File: config.mk
export PLATFORM = sky130hd
export DESIGN_NAME = spgo_top
export DESIGN_NICKNAME = d
export VERILOG_FILES = /design/src/common/spgo_pkg.sv /design/src/core/spgo_bus.sv /design/src/core/spgo_pin_drv.sv /design/src/core/spgo_top.sv
export SDC_FILE = /design/constraint.sdc
export NUM_CORES = 1
export LEC_CHECK = 0
export ABC_CLOCK_PERIOD_IN_PS = 4200
export BUFFER_PORTS_ARGS = -buffer_cell sky130_fd_sc_hd__buf_2
export CAP_MARGIN = 20
export CORE_MARGIN = 2
export CORE_UTILIZATION = 55
export CTS_BUF_LIST = sky130_fd_sc_hd__clkbuf_4 sky130_fd_sc_hd__clkbuf_8
export DETAILED_ROUTE_END_ITERATION = 8
export PLACE_DENSITY = 0.9
export SYNTH_ARGS = -nofsm -noshare
export SYNTH_HDL_FRONTEND = slang
export SYNTH_SLANG_ARGS = --single-unit
File: constraint.sdc
create_clock -name i_mclk -period 4.2 [get_ports i_mclk]
set_input_delay 0.84 -clock i_mclk [delete_from_list [all_inputs] [get_ports i_mclk]]
set_output_delay 0.84 -clock i_mclk [all_outputs]
set_load 0.03 [all_outputs]
File: src/common/spgo_pkg.sv
// constants for the spi pin general-purpose output block
// assumes a 32-bit avalon-mm register port and twelve spi pins
package spgo_pkg;
    // register byte addresses
    localparam logic [3:0] OFF_FUNC_SEL = 4'h0;
    localparam logic [3:0] OFF_DIR      = 4'h4;
    localparam logic [3:0] OFF_LEVEL    = 4'h8;
    localparam logic [3:0] OFF_SET      = 4'hc;

    // field layout of every pin register
    localparam int PIN_W        = 12;
    localparam int BIT_SLV_OUT  = 11;
    localparam int BIT_SLV_IN   = 10;
    localparam int BIT_SCLK     = 9;
    localparam int BIT_HS_EN    = 8;
    localparam int CS_MSB       = 7;
    localparam int CS_LSB       = 0;
    localparam int CS_W         = 8;
    localparam int LANE0_W      = 8;
    localparam int LANE1_W      = 4;

    // reset values
    localparam logic [11:0] RST_FUNC_SEL = 12'h000;
    localparam logic [11:0] RST_DIR      = 12'h000;
    localparam logic [11:0] RST_LEVEL    = 12'h000;
    localparam logic [31:0] RST_RDATA    = 32'h0000_0000;

    // cycles from a register change to the pins
    localparam int PIN_LAT = 1;

    // bus handshake states, gray along idle -> ack
    typedef enum logic [0:0] {
        SPGO_IDLE = 1'b0,
        SPGO_ACK  = 1'b1
    } spgo_bus_st_t;
endpackage

File: src/core/spgo_bus.sv
// avalon-mm slave handshake: one wait cycle, registered read data
// assumes the master holds its request until waitrequest is low
`timescale 1ns/100ps
module spgo_bus (
    // clock and reset
    input  wire logic        i_mclk,
    input  wire logic        i_rst,
    // avalon request
    input  wire logic        i_avs_read,
    input  wire logic        i_avs_write,
    output logic             o_avs_waitrequest,
    output logic [31:0]      o_avs_readdata,
    // register file side
    input  wire logic [31:0] i_rd_data,
    output logic             o_wr_fire,
    output logic             o_rd_fire
);
    spgo_pkg::spgo_bus_st_t state_reg;
    spgo_pkg::spgo_bus_st_t state_next;
    logic                   req;

    assign req = i_avs_read | i_avs_write;

    always_comb begin
        state_next = state_reg;
        unique case (state_reg)
            spgo_pkg::SPGO_IDLE: begin
                if (req) begin
                    state_next = spgo_pkg::SPGO_ACK;
                end
            end
            spgo_pkg::SPGO_ACK: begin
                state_next = spgo_pkg::SPGO_IDLE;
            end
        endcase
    end

    always_ff @(posedge i_mclk) begin
        if (i_rst) begin
            state_reg <= spgo_pkg::SPGO_IDLE;
        end else begin
            state_reg <= state_next;
        end
    end

    // read data is caught while waitrequest is still high
    always_ff @(posedge i_mclk) begin
        if (i_rst) begin
            o_avs_readdata <= spgo_pkg::RST_RDATA;
        end else if (state_reg == spgo_pkg::SPGO_IDLE && i_avs_read) begin
            o_avs_readdata <= i_rd_data;
        end
    end

    assign o_avs_waitrequest = req && state_reg != spgo_pkg::SPGO_ACK;
    assign o_wr_fire         = i_avs_write && state_reg == spgo_pkg::SPGO_ACK;
    assign o_rd_fire         = i_avs_read && state_reg == spgo_pkg::SPGO_ACK;
endmodule

File: src/core/spgo_pin_drv.sv
// registered pin drivers for the twelve spi pins
// assumes the spi core leaves a pin alone while its enable here is high
`timescale 1ns/100ps
module spgo_pin_drv (
    // clock and reset
    input  wire logic        i_mclk,
    input  wire logic        i_rst,
    // pin configuration
    input  wire logic [11:0] i_level,
    input  wire logic [11:0] i_func_sel,
    input  wire logic [11:0] i_dir,
    // pin side
    output logic [11:0]      o_pin_out,
    output logic [11:0]      o_pin_oe
);
    logic [11:0] drive;

    // a pin is ours only as a general-purpose output
    assign drive = i_func_sel & i_dir;

    always_ff @(posedge i_mclk) begin
        if (i_rst) begin
            o_pin_oe <= '0;
        end else begin
            o_pin_oe <= drive;
        end
    end

    // level is forced low on pins not driven, so nothing leaks out
    always_ff @(posedge i_mclk) begin
        if (i_rst) begin
            o_pin_out <= '0;
        end else begin
            o_pin_out <= i_level & drive;
        end
    end
endmodule

File: src/core/spgo_top.sv
// spi pin general-purpose output registers with avalon-mm access
// assumes an avalon-mm master on i_mclk and pins sampled on i_mclk
//
// The register addresses and the Avalon-MM register port were decided locally.
`timescale 1ns/100ps

// Notes on behaviour
// bit 11 drives slave-out pin as output
// bit 10 drives slave-in pin as output
// bit 9 drives serial clock as output
// bit 8 drives handshake enable as output
// bits 7-0 drive chip-select pins
// software keeps absent chip-select bits zero
// bits 31-12 read zero, writes ignored
// level bits reset zero, read/write
// set register writes of one set levels
// reads return stored levels regardless of pins; the set register reads back the pin levels instead
module spgo_top (
    // clock and reset
    input  wire logic        i_mclk,
    input  wire logic        i_rst,
    // avalon-mm slave
    input  wire logic [3:0]  i_avs_address,
    input  wire logic        i_avs_read,
    input  wire logic        i_avs_write,
    input  wire logic [31:0] i_avs_writedata,
    input  wire logic [3:0]  i_avs_byteenable,
    output logic             o_avs_waitrequest,
    output logic [31:0]      o_avs_readdata,
    // slave-out pin
    input  wire logic        i_slave_out_pin,
    output logic             o_slave_out_pin,
    output logic             o_slave_out_pin_oe,
    // slave-in pin
    input  wire logic        i_slave_in_pin,
    output logic             o_slave_in_pin,
    output logic             o_slave_in_pin_oe,
    // serial clock pin
    input  wire logic        i_serial_clock_pin,
    output logic             o_serial_clock_pin,
    output logic             o_serial_clock_pin_oe,
    // handshake enable pin
    input  wire logic        i_handshake_enable_pin,
    output logic             o_handshake_enable_pin,
    output logic             o_handshake_enable_pin_oe,
    // chip-select pins
    input  wire logic [7:0]  i_chip_select_pin,
    output logic [7:0]       o_chip_select_pin,
    output logic [7:0]       o_chip_select_pin_oe
);
    logic [11:0] func_sel_reg;
    logic [11:0] dir_reg;
    logic [11:0] pin_output_level_reg;
    logic [11:0] pin_output_level_next;
    logic [11:0] pin_in;
    logic [11:0] pin_out;
    logic [11:0] pin_oe;
    logic [31:0] rd_data;
    logic        wr_fire;
    logic        rd_fire;
    logic [11:0] wr_mask;
    logic [11:0] wr_bits;

    // byte lanes 0 and 1 cover the twelve live bits
    function automatic logic [11:0] lane_mask(input logic [3:0] be);
        lane_mask = {{spgo_pkg::LANE1_W{be[1]}}, {spgo_pkg::LANE0_W{be[0]}}};
    endfunction

    // masked merge of a write into a pin register
    function automatic logic [11:0] merge(input logic [11:0] old_val,
                                          input logic [11:0] new_val,
                                          input logic [11:0] mask);
        merge = (old_val & ~mask) | (new_val & mask);
    endfunction

    function automatic logic hit(input logic [3:0] addr, input logic [3:0] off);
        hit = addr == off;
    endfunction

    spgo_bus u_bus (
        .i_mclk            (i_mclk),
        .i_rst             (i_rst),
        .i_avs_read        (i_avs_read),
        .i_avs_write       (i_avs_write),
        .o_avs_waitrequest (o_avs_waitrequest),
        .o_avs_readdata    (o_avs_readdata),
        .i_rd_data         (rd_data),
        .o_wr_fire         (wr_fire),
        .o_rd_fire         (rd_fire)
    );

    // upper bits never stored
    assign wr_bits = i_avs_writedata[spgo_pkg::PIN_W-1:0];
    assign wr_mask = lane_mask(i_avs_byteenable);

    always_ff @(posedge i_mclk) begin
        if (i_rst) begin
            func_sel_reg <= spgo_pkg::RST_FUNC_SEL;
        end else if (wr_fire && hit(i_avs_address, spgo_pkg::OFF_FUNC_SEL)) begin
            func_sel_reg <= merge(func_sel_reg, wr_bits, wr_mask);
        end
    end

    always_ff @(posedge i_mclk) begin
        if (i_rst) begin
            dir_reg <= spgo_pkg::RST_DIR;
        end else if (wr_fire && hit(i_avs_address, spgo_pkg::OFF_DIR)) begin
            dir_reg <= merge(dir_reg, wr_bits, wr_mask);
        end
    end

    always_comb begin
        pin_output_level_next = pin_output_level_reg;
        if (wr_fire && hit(i_avs_address, spgo_pkg::OFF_LEVEL)) begin
            pin_output_level_next = merge(pin_output_level_reg, wr_bits, wr_mask);
        end else if (wr_fire && hit(i_avs_address, spgo_pkg::OFF_SET)) begin
            // ones set, zeros keep
            pin_output_level_next = pin_output_level_reg | (wr_bits & wr_mask);
        end
    end

    // level bits reset to zero
    always_ff @(posedge i_mclk) begin
        if (i_rst) begin
            pin_output_level_reg <= spgo_pkg::RST_LEVEL;
        end else begin
            pin_output_level_reg <= pin_output_level_next;
        end
    end

    assign pin_in = {i_slave_out_pin, i_slave_in_pin, i_serial_clock_pin,
                     i_handshake_enable_pin, i_chip_select_pin};

    // level reads show the stored bits
    always_comb begin
        rd_data = '0;
        if (hit(i_avs_address, spgo_pkg::OFF_FUNC_SEL)) begin
            rd_data[spgo_pkg::PIN_W-1:0] = func_sel_reg;
        end else if (hit(i_avs_address, spgo_pkg::OFF_DIR)) begin
            rd_data[spgo_pkg::PIN_W-1:0] = dir_reg;
        end else if (hit(i_avs_address, spgo_pkg::OFF_LEVEL)) begin
            rd_data[spgo_pkg::PIN_W-1:0] = pin_output_level_reg;
        end else if (hit(i_avs_address, spgo_pkg::OFF_SET)) begin
            // the set register reads back the pin levels
            rd_data[spgo_pkg::PIN_W-1:0] = pin_in;
        end
    end

    // drive only as general-purpose output
    spgo_pin_drv u_drv (
        .i_mclk     (i_mclk),
        .i_rst      (i_rst),
        .i_level    (pin_output_level_reg),
        .i_func_sel (func_sel_reg),
        .i_dir      (dir_reg),
        .o_pin_out  (pin_out),
        .o_pin_oe   (pin_oe)
    );

    // slave-in and the other pins split out
    assign o_slave_out_pin           = pin_out[spgo_pkg::BIT_SLV_OUT];
    assign o_slave_out_pin_oe        = pin_oe[spgo_pkg::BIT_SLV_OUT];
    assign o_slave_in_pin            = pin_out[spgo_pkg::BIT_SLV_IN];
    assign o_slave_in_pin_oe         = pin_oe[spgo_pkg::BIT_SLV_IN];
    // serial clock pin
    assign o_serial_clock_pin        = pin_out[spgo_pkg::BIT_SCLK];
    assign o_serial_clock_pin_oe     = pin_oe[spgo_pkg::BIT_SCLK];
    // handshake enable pin
    assign o_handshake_enable_pin    = pin_out[spgo_pkg::BIT_HS_EN];
    assign o_handshake_enable_pin_oe = pin_oe[spgo_pkg::BIT_HS_EN];
    // chip-select pins by index
    assign o_chip_select_pin         = pin_out[spgo_pkg::CS_MSB:spgo_pkg::CS_LSB];
    assign o_chip_select_pin_oe      = pin_oe[spgo_pkg::CS_MSB:spgo_pkg::CS_LSB];

    logic        req;
    logic [11:0] drive;
    assign req   = i_avs_read | i_avs_write;
    assign drive = func_sel_reg & dir_reg;
endmodule

==> impl_metrics.toml <==
[status]
status = "complete, no violations"

[clock_network]
clkTransAtPathRegs_ns = 0.06
cts_buffers = 9
clock_latency_ns = 0.34
cts_tree = "yes"
root_buffer = "clkbuf_8"
clockBufferDepth = 2
cts_setup_buffers = 0
cts_hold_buf = 0
htreeDepth = 3
cts_resized = 0
cts_sinks = 73

[yosys]
seq_area_frac_synth_pct = 47.00
yosys-top-cells-count = "73 x dfxtp_1, 37 x nand2b_1, 37 x nor2_1"
synth_ff_type = "dfxtp_1"
synth_edf_count = 0
yosysWarnings = 0
synth_cell_types = 31
syn_inst = 335
async_flop_share_pct = 0
netlist_top_cells_area = "dfxtp_1 47%, mux2i_1 7.7%, nand2b_1 7.4%"
avgSynthCellArea_um2 = 9.281
synth_top_area_share_pct = 47.00
synth-seq-cells = 73
synth_top_area_cell = "dfxtp_1"
synth_most_common_cell = "dfxtp_1"
syn_area_um2 = 3109

[floorplan]
fp.dieArea_um2 = 6270
fp.dieH_um = 79.19
start_util_pct = 56.81
fp.dieW_um = 79.19
rows = 27
core_area_um2 = 5473
ios = 113

[timing]
fin_crit_sh_pct = 51.15
hold_ws_ns = 0.4655
finalHoldViolations = 0
skew_ns = 0.005952
clock.fmax_mhz = 465.5
final_max_slew_viol_count = 0
setup_viol = 0
rsz0062_at_grt = "no"
setup_ws_ns = 2.052
relSlewSlack_pct = 31.13
setup-tns-final_ns = 0
worstMarginPinSlew_ns = 1.033
fin_crit_ns = 2.148

[power]
p_per_area_nw_per_um2 = 377.7
vdd_drop_max_mv = 0.1819
total_power_mw = 1.356
leakage_nw = 1.679

[layout]
stdcell_count = 474
seq_area_um2 = 1461
antennaDiodeCount = 0
post-route-util_pct = 65.59
multi_input_area_um2 = 1430
syn_to_final_growth_pct = 15.45
drive_above_1_share_pct = 23.13
finalInstanceArea_um2 = 3590
fin_nets = 453
fillCellCount = 441

[worst_setup_path]
cp_top_family = "buffers and inverters"
slowest_stage = "buf_2"
crit_arrival_ns = 1.31
critPathBufInv = 2
cp_cell_sequence = "buf_2 > nor2_1 > nor2_1 > buf_2"
cpPeakStageDelay_ns = 0.17
crit_path_end_kind = "output pin"
worstReg2RegStart = "u_bus.state_reg$_SDFF_PP0_"
worstRegToRegCells = 3
worst-path-max-fanout = 2
path_class = "input port to output pin"
required_ns = 3.36
startpoint_type = "input port"
worstReg2RegEnd = "pin_output_level_reg[6]$_SDFFE_PP0P_"
r2r_slack_ns = 2.55

[placement]
place_area_um2 = 3396
placed_cells = 457
placement.io_buffers = 70
post-place-ws_ns = 1.835
hpwl_mm = 4.519
gp_congestion = 0.7517

[detailed_routing]
first_pass_iters = 4
wl_mm = 6.906
vias = 2573
drt_iter0_markers = 207
vias_per_cell = 5.428
wire_per_inst_um = 14.57
drtAntennaViolNets = 0
drc = 0

[global_routing]
grt_pass1_wl_mm = 11.25
overflow = 0
grtUsageTotal_pct = 23.42
grt_pass1_vias = 2410
grt_start_max_net_pins = 72
antenna_found_initial = 0

[worst_hold_path]
whs_path_depth = 2
holdPathEnd = "u_drv.o_pin_oe[11]$_SDFF_PP0_"
hp-class = "flip-flop to flip-flop"

[job]
cap_violations = 0
[routing by layer]
layer  GRT usage, %  part of all wire [%]
met1          28.33                    41
met2          38.64                    49
met3          4.318                   7.5
met4          14.14                   2.9
met5              0                     0
[worst max-delay path by stage]
| stage | startpoint | to | slack (ns) | cells after the start |
|---|---|---|---|---|
| 2_1_floorplan | i_avs_write | o_avs_waitrequest | 2.08 | 2 |
| 3_3_place_gp | i_avs_address[2] | u_bus.o_avs_readdata[5]$_SDFFE_PP0P_ | 1.89 | 4 |
| 3_5_place_dp | i_avs_address[2] | u_bus.o_avs_readdata[7]$_SDFFE_PP0P_ | 1.84 | 4 |
| 4_1_cts | i_avs_write | o_avs_waitrequest | 2.06 | 4 |
| 5_1_grt | i_avs_address[2] | u_bus.o_avs_readdata[7]$_SDFFE_PP0P_ | 2.00 | 4 |
| 6_report | i_avs_write | o_avs_waitrequest | 2.05 | 4 |
[cell usage in the layout, fill, tap and decap left out, types with 3 or more instances in the layout]
cell type / n
dfxtp_1: 73
buf_2: 70
nor2_1: 37
nand2b_1: 37
mux2i_1: 24
a21oi_1: 23
conb_1: 20
inv_1: 13
and3b_1: 11
or4_1: 11
a211oi_1: 11
clkbuf_8: 11
nand2_1: 9
nor3_1: 9
o32ai_1: 8
nor2b_1: 5
nand3_1: 4
o2bb2ai_1: 4
and2_1: 4
clkbuf_4: 3
buf_4: 3
[power breakdown]
group	total, mW	internal, mW	leakage (nW)	switching [mW]
combinational	0.141	0.0444	0.991	0.0970
sequential	0.707	0.702	0.590	0.00561
clock	0.507	0.266	0.0969	0.241
total	1.36	1.01	1.68	0.344
[area by class of cell]
type | count | share of cell area [%]
Sequential cell | 73 | 40.71
Multi-Input combinational cell | 227 | 39.84
Timing Repair Buffer | 73 | 10.39
Clock buffer | 14 | 4.845
Tap cell | 72 | 2.510
Inverter | 13 | 1.359
Clock inverter | 2 | 0.3486
[cells by family (layout without fill, tap and decap cells)]
family / after synthesis / count (layout) / synth area share [%]
simple gates: 136 / 136 / 25.19
flops: 73 / 73 / 47.00
buf+inv: 54 / 102 / 9.497
compound gates: 46 / 46 / 9.738
mux: 25 / 25 / 8.451
other cells: 1 / 20 / 0.1206
[worst min-delay path, stage by stage (launching register included)]
cell and delay (ns):
dfxtp_1 0.32, inv_1 0.05, nor2_1 0.04
Power figures use the tool's default switching activity.
